--- config.mk ---
export PLATFORM = sky130hd
export DESIGN_NAME = cicr_top
export DESIGN_NICKNAME = d
export VERILOG_FILES = /design/src/logic/cicr_pkg.sv /design/src/logic/cicr_avs_slave.sv /design/src/logic/cicr_edge_detect.sv /design/src/logic/cicr_top.sv
export VERILOG_INCLUDE_DIRS = /design/src /design/src/logic
export SDC_FILE = /design/constraint.sdc
export NUM_CORES = 1
export LEC_CHECK = 0
export ABC_AREA = 1
export BUFFER_PORTS_ARGS = -buffer_cell sky130_fd_sc_hd__buf_2
export CORE_UTILIZATION = 55
export DETAILED_ROUTE_END_ITERATION = 16
export PLACE_DENSITY = 0.95
export SYNTH_ARGS = -nofsm -noshare
export SYNTH_HDL_FRONTEND = slang
export SYNTH_HIERARCHICAL = 1
export SYNTH_SLANG_ARGS = --single-unit
export TNS_END_PERCENT = 30
--- constraint.sdc ---
create_clock -name sys_clk -period 2.76 [get_ports sys_clk]
set_input_delay 0.276 -clock sys_clk [delete_from_list [all_inputs] [get_ports sys_clk]]
set_output_delay 0.276 -clock sys_clk [all_outputs]
set_load 0.02 [all_outputs]
--- src/logic/cicr_consts.svh ---
// Constants for the core interrupt control register block.
// Assumes a 32-bit Avalon-MM bus with byte addresses.
`ifndef CICR_CONSTS_SVH
`define CICR_CONSTS_SVH

`define CICR_ADDR_W 5
`define CICR_OFF_CTRL 5'h00
`define CICR_OFF_PINFLAGS 5'h04
`define CICR_OFF_OPTION 5'h08
`define CICR_OFF_STATUS 5'h0c
`define CICR_OFF_MASK 5'h10

`define CICR_BIT_GIE 7
`define CICR_BIT_PERIPHERAL_IRQ_ENABLE 6
`define CICR_BIT_TMR_IE 5
`define CICR_BIT_EXT_IE 4
`define CICR_BIT_CHG_IE 3
`define CICR_BIT_TMR_FLAG 2
`define CICR_BIT_EXT_FLAG 1
`define CICR_BIT_CHG_FLAG 0

`define CICR_ST_TMR 0
`define CICR_ST_EXT 1
`define CICR_ST_CHG 2
`define CICR_ST_TAKEN 3
`define CICR_ST_W 4

`define CICR_CTRL_RST 8'h00
`define CICR_OPTION_RST 1'b0
`define CICR_STATUS_RST 4'h0
`define CICR_MASK_RST 4'h0
`define CICR_VECTOR 16'h0004

`endif

--- src/logic/cicr_pkg.sv ---
// Types shared by the core interrupt control register block.
// Assumes cicr_consts.svh is compiled with it.
`include "cicr_consts.svh"

package cicr_pkg;

  typedef struct packed {
    logic read;
    logic write;
    logic [`CICR_ADDR_W-1:0] address;
    logic [3:0] byteenable;
    logic [31:0] writedata;
  } cicr_avs_req_type;

  typedef struct packed {
    logic flush;
    logic push_pc;
    logic load_pc;
    logic [15:0] vector;
  } cicr_core_ctl_type;

  typedef enum logic [1:0] {
    CICR_IDLE = 2'b01,
    CICR_VECTOR = 2'b10
  } cicr_state_type;

endpackage

--- src/logic/cicr_avs_slave.sv ---
// Avalon-MM slave handshake: one wait cycle, then a one-cycle answer.
// Assumes the master holds its request until waitrequest is seen low.
`timescale 1ns/100ps
`default_nettype none

module cicr_avs_slave (
  input wire logic sys_clk,
  input wire logic rst,
  input wire logic ce,
  input wire cicr_pkg::cicr_avs_req_type avs_req,
  input wire logic [31:0] rd_value,
  output logic avs_waitrequest,
  output logic [31:0] avs_readdata,
  output logic wr_stb
);

  logic wait_ff;
  logic [31:0] rdata_ff;
  logic nxt_wait;
  logic [31:0] nxt_rdata;
  logic active;

  always_comb begin
    active = avs_req.read | avs_req.write;
    nxt_wait = 1'b1;
    nxt_rdata = rdata_ff;
    wr_stb = avs_req.write & ~wait_ff;
    if (active && wait_ff) begin
      nxt_wait = 1'b0;
      nxt_rdata = avs_req.read ? rd_value : 32'h0000_0000;
    end
  end

  always_ff @(posedge sys_clk or posedge rst) begin
    if (rst) begin
      wait_ff <= 1'b1;
      rdata_ff <= 32'h0000_0000;
    end else if (ce) begin
      wait_ff <= nxt_wait;
      rdata_ff <= nxt_rdata;
    end
  end

  assign avs_waitrequest = wait_ff;
  assign avs_readdata = rdata_ff;

endmodule

`default_nettype wire

--- src/logic/cicr_edge_detect.sv ---
// Edge detector for the external interrupt pin.
// Assumes the pin is synchronous to sys_clk.
`timescale 1ns/100ps
`default_nettype none

module cicr_edge_detect (
  input wire logic sys_clk,
  input wire logic rst,
  input wire logic ce,
  input wire logic pin,
  input wire logic edge_sel,
  output logic edge_evt
);

  logic prev_ff;
  logic primed_ff;
  logic nxt_prev;
  logic nxt_primed;

  always_comb begin
    nxt_prev = pin;
    nxt_primed = 1'b1;
    if (edge_sel) begin
      edge_evt = primed_ff & pin & ~prev_ff;
    end else begin
      edge_evt = primed_ff & ~pin & prev_ff;
    end
  end

  always_ff @(posedge sys_clk or posedge rst) begin
    if (rst) begin
      prev_ff <= 1'b0;
      primed_ff <= 1'b0;
    end else if (ce) begin
      prev_ff <= nxt_prev;
      primed_ff <= nxt_primed;
    end
  end

endmodule

`default_nettype wire

--- src/logic/cicr_top.sv ---
// Core interrupt control register with vector sequencing and bus access.
// Assumes synchronous event pulses and a core that reports instruction
// boundaries and interrupt returns.
//
// Behaviour
// - External pin request passes to the core only while bit 4 is set.
// - Bit 1 flag sets on an external pin event or on a control write of one.
// - Bit 0 is read-only, high while any per-pin change flag is set.
// - Flags set on their events regardless of any enable bit.
// - Global enable low holds off requests; they are taken once it returns.
// - Peripheral requests reach the core only with peripheral enable set.
// - Taking an interrupt flushes, clears global enable, pushes PC, loads 0004h.
// - External pin flags rising edges when edge select is one, else falling.
//
// Design decisions made here: register access over Avalon-MM and the register offsets.
`timescale 1ns/100ps
`default_nettype none
`include "cicr_consts.svh"

module cicr_top #(
  parameter int PINS = 8
) (
  input wire logic sys_clk,
  input wire logic rst,
  input wire logic ce,
  input wire cicr_pkg::cicr_avs_req_type avs_req,
  output logic avs_waitrequest,
  output logic [31:0] avs_readdata,
  input wire logic ext_pin,
  input wire logic timer_overflow_evt,
  input wire logic [PINS-1:0] pin_change_evt,
  input wire logic periph_irq_pending,
  input wire logic core_boundary,
  input wire logic core_return,
  output logic core_irq_req,
  output cicr_pkg::cicr_core_ctl_type core_ctl,
  output logic irq
);

  generate
    if (PINS < 1 || PINS > 8) begin : g_bad_pins
      $error("PINS must be between 1 and 8");
    end
  endgenerate

  function automatic logic addr_is(
    input logic [`CICR_ADDR_W-1:0] addr,
    input logic [`CICR_ADDR_W-1:0] off
  );
    addr_is = (addr[`CICR_ADDR_W-1:2] == off[`CICR_ADDR_W-1:2]);
  endfunction

  logic wr_stb;
  logic [31:0] rd_value;
  logic ext_evt;
  logic [7:0] irq_control_reg;

  logic global_irq_enable_ff;
  logic peripheral_irq_enable_ff;
  logic timer_overflow_irq_enable_ff;
  logic ext_pin_irq_enable_ff;
  logic pin_change_irq_enable_ff;
  logic timer_overflow_flag_ff;
  logic ext_pin_irq_flag_ff;
  logic ext_edge_select_ff;
  logic [PINS-1:0] per_pin_change_flags_ff;
  logic [`CICR_ST_W-1:0] status_ff;
  logic [`CICR_ST_W-1:0] mask_ff;
  logic irq_ff;
  logic core_irq_req_ff;
  cicr_pkg::cicr_core_ctl_type core_ctl_ff;
  cicr_pkg::cicr_state_type state_ff;

  logic nxt_global_irq_enable;
  logic nxt_peripheral_irq_enable;
  logic nxt_timer_overflow_irq_enable;
  logic nxt_ext_pin_irq_enable;
  logic nxt_pin_change_irq_enable;
  logic nxt_timer_overflow_flag;
  logic nxt_ext_pin_irq_flag;
  logic nxt_ext_edge_select;
  logic [PINS-1:0] nxt_per_pin_change_flags;
  logic [`CICR_ST_W-1:0] nxt_status;
  logic [`CICR_ST_W-1:0] nxt_mask;
  logic nxt_irq;
  logic nxt_core_irq_req;
  cicr_pkg::cicr_core_ctl_type nxt_core_ctl;
  cicr_pkg::cicr_state_type nxt_state;

  logic pin_change_summary_flag;
  logic wr_lane0;
  logic wr_ctrl;
  logic wr_pins;
  logic wr_option;
  logic wr_status;
  logic wr_mask;
  logic source_pending;
  logic take;
  logic [`CICR_ST_W-1:0] evt_vec;

  cicr_avs_slave u_avs (
    .sys_clk(sys_clk),
    .rst(rst),
    .ce(ce),
    .avs_req(avs_req),
    .rd_value(rd_value),
    .avs_waitrequest(avs_waitrequest),
    .avs_readdata(avs_readdata),
    .wr_stb(wr_stb)
  );

  cicr_edge_detect u_edge (
    .sys_clk(sys_clk),
    .rst(rst),
    .ce(ce),
    .pin(ext_pin),
    .edge_sel(ext_edge_select_ff),
    .edge_evt(ext_evt)
  );

  // Write decode
  always_comb begin
    wr_lane0 = wr_stb & avs_req.byteenable[0];
    wr_ctrl = wr_lane0 & addr_is(avs_req.address, `CICR_OFF_CTRL);
    wr_pins = wr_lane0 & addr_is(avs_req.address, `CICR_OFF_PINFLAGS);
    wr_option = wr_lane0 & addr_is(avs_req.address, `CICR_OFF_OPTION);
    wr_status = wr_lane0 & addr_is(avs_req.address, `CICR_OFF_STATUS);
    wr_mask = wr_lane0 & addr_is(avs_req.address, `CICR_OFF_MASK);
  end

  assign pin_change_summary_flag = |per_pin_change_flags_ff;

  always_comb begin
    irq_control_reg = 8'h00;
    irq_control_reg[`CICR_BIT_GIE] = global_irq_enable_ff;
    irq_control_reg[`CICR_BIT_PERIPHERAL_IRQ_ENABLE] = peripheral_irq_enable_ff;
    irq_control_reg[`CICR_BIT_TMR_IE] = timer_overflow_irq_enable_ff;
    irq_control_reg[`CICR_BIT_EXT_IE] = ext_pin_irq_enable_ff;
    irq_control_reg[`CICR_BIT_CHG_IE] = pin_change_irq_enable_ff;
    irq_control_reg[`CICR_BIT_TMR_FLAG] = timer_overflow_flag_ff;
    irq_control_reg[`CICR_BIT_EXT_FLAG] = ext_pin_irq_flag_ff;
    irq_control_reg[`CICR_BIT_CHG_FLAG] = pin_change_summary_flag;
  end

  // Read mux, unmapped reads give zero
  always_comb begin
    rd_value = 32'h0000_0000;
    if (addr_is(avs_req.address, `CICR_OFF_CTRL)) begin
      rd_value[7:0] = irq_control_reg;
    end else if (addr_is(avs_req.address, `CICR_OFF_PINFLAGS)) begin
      rd_value[PINS-1:0] = per_pin_change_flags_ff;
    end else if (addr_is(avs_req.address, `CICR_OFF_OPTION)) begin
      rd_value[0] = ext_edge_select_ff;
    end else if (addr_is(avs_req.address, `CICR_OFF_STATUS)) begin
      rd_value[`CICR_ST_W-1:0] = status_ff;
    end else if (addr_is(avs_req.address, `CICR_OFF_MASK)) begin
      rd_value[`CICR_ST_W-1:0] = mask_ff;
    end
  end

  // Request qualification and take decision
  always_comb begin
    source_pending = 1'b0;
    if (ext_pin_irq_enable_ff && ext_pin_irq_flag_ff) begin
      source_pending = 1'b1;
    end
    if (timer_overflow_irq_enable_ff && timer_overflow_flag_ff) begin
      source_pending = 1'b1;
    end
    if (pin_change_irq_enable_ff && pin_change_summary_flag) begin
      source_pending = 1'b1;
    end
    if (peripheral_irq_enable_ff && periph_irq_pending) begin
      source_pending = 1'b1;
    end
    take = global_irq_enable_ff & source_pending & core_boundary &
           (state_ff == cicr_pkg::CICR_IDLE);
    nxt_core_irq_req = global_irq_enable_ff & source_pending;
  end

  // Control register next values
  always_comb begin
    nxt_global_irq_enable = global_irq_enable_ff;
    nxt_peripheral_irq_enable = peripheral_irq_enable_ff;
    nxt_timer_overflow_irq_enable = timer_overflow_irq_enable_ff;
    nxt_ext_pin_irq_enable = ext_pin_irq_enable_ff;
    nxt_pin_change_irq_enable = pin_change_irq_enable_ff;
    nxt_timer_overflow_flag = timer_overflow_flag_ff;
    nxt_ext_pin_irq_flag = ext_pin_irq_flag_ff;
    nxt_ext_edge_select = ext_edge_select_ff;
    if (wr_ctrl) begin
      nxt_global_irq_enable = avs_req.writedata[`CICR_BIT_GIE];
      nxt_peripheral_irq_enable = avs_req.writedata[`CICR_BIT_PERIPHERAL_IRQ_ENABLE];
      nxt_timer_overflow_irq_enable = avs_req.writedata[`CICR_BIT_TMR_IE];
      nxt_ext_pin_irq_enable = avs_req.writedata[`CICR_BIT_EXT_IE];
      nxt_pin_change_irq_enable = avs_req.writedata[`CICR_BIT_CHG_IE];
      nxt_timer_overflow_flag = avs_req.writedata[`CICR_BIT_TMR_FLAG];
      nxt_ext_pin_irq_flag = avs_req.writedata[`CICR_BIT_EXT_FLAG];
    end
    if (wr_option) begin
      nxt_ext_edge_select = avs_req.writedata[0];
    end
    if (timer_overflow_evt) begin
      nxt_timer_overflow_flag = 1'b1;
    end
    if (ext_evt) begin
      nxt_ext_pin_irq_flag = 1'b1;
    end
    if (core_return) begin
      nxt_global_irq_enable = 1'b1;
    end
    if (take) begin
      nxt_global_irq_enable = 1'b0;
    end
  end

  always_ff @(posedge sys_clk or posedge rst) begin
    if (rst) begin
      global_irq_enable_ff <= 1'(`CICR_CTRL_RST >> `CICR_BIT_GIE);
      peripheral_irq_enable_ff <= 1'b0;
      timer_overflow_irq_enable_ff <= 1'b0;
      ext_pin_irq_enable_ff <= 1'b0;
      pin_change_irq_enable_ff <= 1'b0;
      timer_overflow_flag_ff <= 1'b0;
      ext_pin_irq_flag_ff <= 1'b0;
      ext_edge_select_ff <= `CICR_OPTION_RST;
    end else if (ce) begin
      global_irq_enable_ff <= nxt_global_irq_enable;
      peripheral_irq_enable_ff <= nxt_peripheral_irq_enable;
      timer_overflow_irq_enable_ff <= nxt_timer_overflow_irq_enable;
      ext_pin_irq_enable_ff <= nxt_ext_pin_irq_enable;
      pin_change_irq_enable_ff <= nxt_pin_change_irq_enable;
      timer_overflow_flag_ff <= nxt_timer_overflow_flag;
      ext_pin_irq_flag_ff <= nxt_ext_pin_irq_flag;
      ext_edge_select_ff <= nxt_ext_edge_select;
    end
  end

  // Per-pin change flags, software clears by writing zero
  genvar gi;
  generate
    for (gi = 0; gi < PINS; gi++) begin : g_pin
      always_comb begin
        nxt_per_pin_change_flags[gi] = per_pin_change_flags_ff[gi];
        if (wr_pins && !avs_req.writedata[gi]) begin
          nxt_per_pin_change_flags[gi] = 1'b0;
        end
        if (pin_change_evt[gi]) begin
          nxt_per_pin_change_flags[gi] = 1'b1;
        end
      end
    end
  endgenerate

  always_ff @(posedge sys_clk or posedge rst) begin
    if (rst) begin
      per_pin_change_flags_ff <= '0;
    end else if (ce) begin
      per_pin_change_flags_ff <= nxt_per_pin_change_flags;
    end
  end

  // Sticky status, mask and interrupt line
  always_comb begin
    evt_vec = '0;
    evt_vec[`CICR_ST_TMR] = timer_overflow_evt;
    evt_vec[`CICR_ST_EXT] = ext_evt;
    evt_vec[`CICR_ST_CHG] = |pin_change_evt;
    evt_vec[`CICR_ST_TAKEN] = take;
    nxt_status = status_ff;
    nxt_mask = mask_ff;
    if (wr_status) begin
      nxt_status = status_ff & ~avs_req.writedata[`CICR_ST_W-1:0];
    end
    if (wr_mask) begin
      nxt_mask = avs_req.writedata[`CICR_ST_W-1:0];
    end
    nxt_status = nxt_status | evt_vec;
    nxt_irq = |(status_ff & mask_ff);
  end

  always_ff @(posedge sys_clk or posedge rst) begin
    if (rst) begin
      status_ff <= `CICR_STATUS_RST;
      mask_ff <= `CICR_MASK_RST;
      irq_ff <= 1'b0;
    end else if (ce) begin
      status_ff <= nxt_status;
      mask_ff <= nxt_mask;
      irq_ff <= nxt_irq;
    end
  end

  // Vector sequencer
  always_comb begin
    nxt_state = state_ff;
    nxt_core_ctl = '0;
    case (state_ff)
      cicr_pkg::CICR_IDLE: begin
        if (take) begin
          nxt_core_ctl.flush = 1'b1;
          nxt_core_ctl.push_pc = 1'b1;
          nxt_state = cicr_pkg::CICR_VECTOR;
        end
      end
      cicr_pkg::CICR_VECTOR: begin
        nxt_core_ctl.load_pc = 1'b1;
        nxt_core_ctl.vector = `CICR_VECTOR;
        nxt_state = cicr_pkg::CICR_IDLE;
      end
      default: begin
        nxt_state = cicr_pkg::CICR_IDLE;
      end
    endcase
  end

  always_ff @(posedge sys_clk or posedge rst) begin
    if (rst) begin
      state_ff <= cicr_pkg::CICR_IDLE;
      core_ctl_ff <= '0;
      core_irq_req_ff <= 1'b0;
    end else if (ce) begin
      state_ff <= nxt_state;
      core_ctl_ff <= nxt_core_ctl;
      core_irq_req_ff <= nxt_core_irq_req;
    end
  end

  assign core_ctl = core_ctl_ff;
  assign core_irq_req = core_irq_req_ff;
  assign irq = irq_ff;

endmodule

`default_nettype wire

==> results_dict.tcl <==
set metrics [dict create \
    status "completed" \
    worst_ep_required_time_ns 2.98 \
    yosys.cell_types.count 32 \
    clkSinkCount 65 \
    cts-htree-levels 3 \
    worst-setup-path-type "reg2reg" \
    wire_length_of_the_first_global_routing_pass_um 11400 \
    synth_cells 372 \
    proportion_of_layout_cells_with_a_drive_suffix_above_1_pct 24.4 \
    die-area_um2 6100 \
    fp-row-count 27 \
    peak_supply_drop_uv 381 \
    final_ant_viol_nets 0 \
    finalCriticalPeriod_ns 1.51 \
    num_vias 2651 \
    hpwlAfterDp_um 4950 \
    fp.dieH_um 78.1 \
    area_grow_syn2layout_pct 17.5 \
    area_share_of_the_leading_cell_type_in_the_synthesized_netlist_pct 49.5 \
    grt_max_degree 35 \
    syn-mean-instance-area_um2 8.56 \
    slew_violations 0 \
    worst_skew_pair.late_latency_ns 0.33 \
    die_width_um 78.1 \
    synth_area_um2 3180 \
    cts_root_buf "clkbuf_8" \
    overflow 0 \
    worst_path_cell_with_the_longest_stage_delay "dfstp_2" \
    nNetsFinal 522 \
    synth-edff-count 0 \
    port-buffer-count 68 \
    finalSetupViolations 0 \
    post-route-drc-count 0 \
    wl_per_cell_um 12.6 \
    fin_skew_ns 0.00907 \
    worst_hold_slack_ns 0.185 \
    worst_pin_slew_ns 0.575 \
    finalHoldViolations 0 \
    layout.cells.most_common "nand2_1" \
    cp.arrival_ns 1.73 \
    placer_congestion 0.902 \
    p_leak_nw 2.10 \
    timing.critical_path.cells "nor2_1 > nand3_4 > or2_1 > o21ai_0 > nand2_1" \
    route.detailed.vias_per_inst 4.91 \
    drv.max_cap_violation_count 0 \
    cp_slowest_stage_delay_ns 0.39 \
    synth_top_area_cells "dfrtp_1 (50%), nand2_1 (12%), nand3_1 (6.0%), o21ai_0 (6.0%), inv_1 (4.6%)" \
    cts_buffer_depth 2 \
    clkSlewWorstSetupHoldPaths_ns 0.07 \
    post_cts_repair_setup_buffers 0 \
    floorplan.core_area_um2 5540 \
    critical_path.startpoint_type "flop" \
    first_global_vias 2587 \
    start_util_pct 57.5 \
    cts_made_buffers 9 \
    synth-warning-count 6 \
    number_of_top_level_design_ports 113 \
    number_of_antenna_repair_diodes 0 \
    ys_seq_area_share_pct 51.2 \
    fin_tns_setup_ns 0 \
    cts_tree "yes" \
    final_design_area_no_fill_um2 3740 \
    finalCritPeriodShare_pct 54.9 \
    synth_top_area_cell "dfrtp_1" \
    post_dp_cell_area_um2 3540 \
    layout_common_cells "nand2_1 (101), buf_2 (68), dfrtp_1 (63)" \
    relSlewSlack_pct 61.6 \
    power_density_nw_per_um2 672 \
    synthFlopType "dfrtp_1" \
    postSynth.asyncResetShare_pct 100 \
    antenna_violations_before_repair 0 \
    worst_setup_path_end_kind "flop" \
    worstPathMaxFanout 5 \
    first_iter_violations 178 \
    holdCritPathClass "in2reg" \
    groute.usage.overall_pct 24.1 \
    fmaxAchievable_mhz 660 \
    rsz0062_at_grt "no" \
    synth-seq-cells 65 \
    place_inst 523 \
    drt_pass1_iterations 4 \
    final-instance-count-excl-fill 540 \
    postRouteWirelength_um 6790 \
]
## sequential cells by signal (all words and copies together), names as in the netlist
signal	flops
u_avs/avs_readdata	32
per_pin_change_flags_ff	8
mask_ff	4
status_ff	4
core_ctl	2
state_ff	2
core_irq_req	1
ext_edge_select_ff	1
ext_pin_irq_enable_ff	1
ext_pin_irq_flag_ff	1
global_irq_enable_ff	1
irq	1
peripheral_irq_enable_ff	1
pin_change_irq_enable_ff	1
timer_overflow_flag_ff	1
timer_overflow_irq_enable_ff	1
u_avs/avs_waitrequest	1
u_edge/prev_ff	1
u_edge/primed_ff	1
## path summary, 6_finish.rpt
check                                  startpoint                     end  slack [ns]  cells after the start
min                                    avs_req[1]              mask_ff[1]        0.19                      3
max                         u_avs/avs_waitrequest            status_ff[3]        1.25                      5
max reg2reg                 u_avs/avs_waitrequest            status_ff[3]        1.25                      5
max in group asynchronous                     rst   u_avs/avs_waitrequest        1.84                      4
min in group asynchronous                     rst          u_edge/prev_ff        0.36                      3
min reg2reg                u_avs/avs_readdata[17]  u_avs/avs_readdata[17]        0.47                      2
## report_power, final
group	switching, W	internal (W)	total [W]
combinational	0.000388	0.000176	0.000564
sequential	0.0000808	0.00109	0.00117
clock	0.000364	0.000416	0.000780
## synth_stat cells (4+ instances only)
| library cell | n |
|---|---|
| buf_2 | 4 |
| dfrtp_1 | 63 |
| inv_1 | 39 |
| buf_4 | 18 |
| nand2_1 | 101 |
| nand2_2 | 15 |
| buf_6 | 5 |
| nand4_1 | 5 |
| o21ai_0 | 38 |
| a21oi_1 | 6 |
| nand3_1 | 38 |
| nor2_1 | 11 |
## worst max-delay path: cells and delay by family, from the launching register on
family           cells  cell delay [ns]
AO/OA/AOI/OAI        1             0.23
AND/OR/NAND/NOR      4             0.78
flip-flops           1             0.39
## kinds of logic (layout without fill, tap and decap cells)
| logic type | Yosys count | count (layout) | share of synthesized area (%) |
|---|---|---|---|
| flops | 65 | 65 | 51.2 |
| other cells | 1 | 39 | 0.118 |
| buf+inv | 71 | 129 | 12.5 |
| simple gates | 181 | 181 | 27.1 |
| compound gates | 54 | 54 | 9.12 |
## what timing repair did
item | in CTS | in global routing
gates resized for setup | 0 | 0
hold buffers | 1 | 0
endpoints found under the hold margin | 2 | 0
setup endpoints to repair | 0 | 0
## per-stage QoR
stage,total power (W),utilization (%),setup slack [ns]
after floorplan,0.00159,-,1.45
after CTS,0.00253,67.5,1.24
after global placement,0.00172,63.8,1.31
final,0.00251,67.5,1.25
after global routing,0.00264,67.5,1.17
after detailed placement,0.00175,63.8,1.22
## layer usage
| metal | track usage (%) | routed length, µm | vias up |
|---|---|---|---|
| met4 | 10.7 | 80 | 0 |
| met3 | 3.72 | 354 | 10 |
| met2 | 41.5 | 3370 | 105 |
| met1 | 30.1 | 2990 | 1222 |
| met5 | 0 | 0 | - |
| li1 | - | - | 1314 |
## final cells by class
class | instances | area (µm²)
clock buffer | 9 | 124
sequential | 65 | 1630
fill | 434 | 1800
timing repair buffer | 71 | 365
tap | 72 | 90.1
multi-input combinational | 274 | 1300
clock inverter | 7 | 70.1
inverter | 42 | 163
Note: power is estimated with default switching activity, not from simulation.
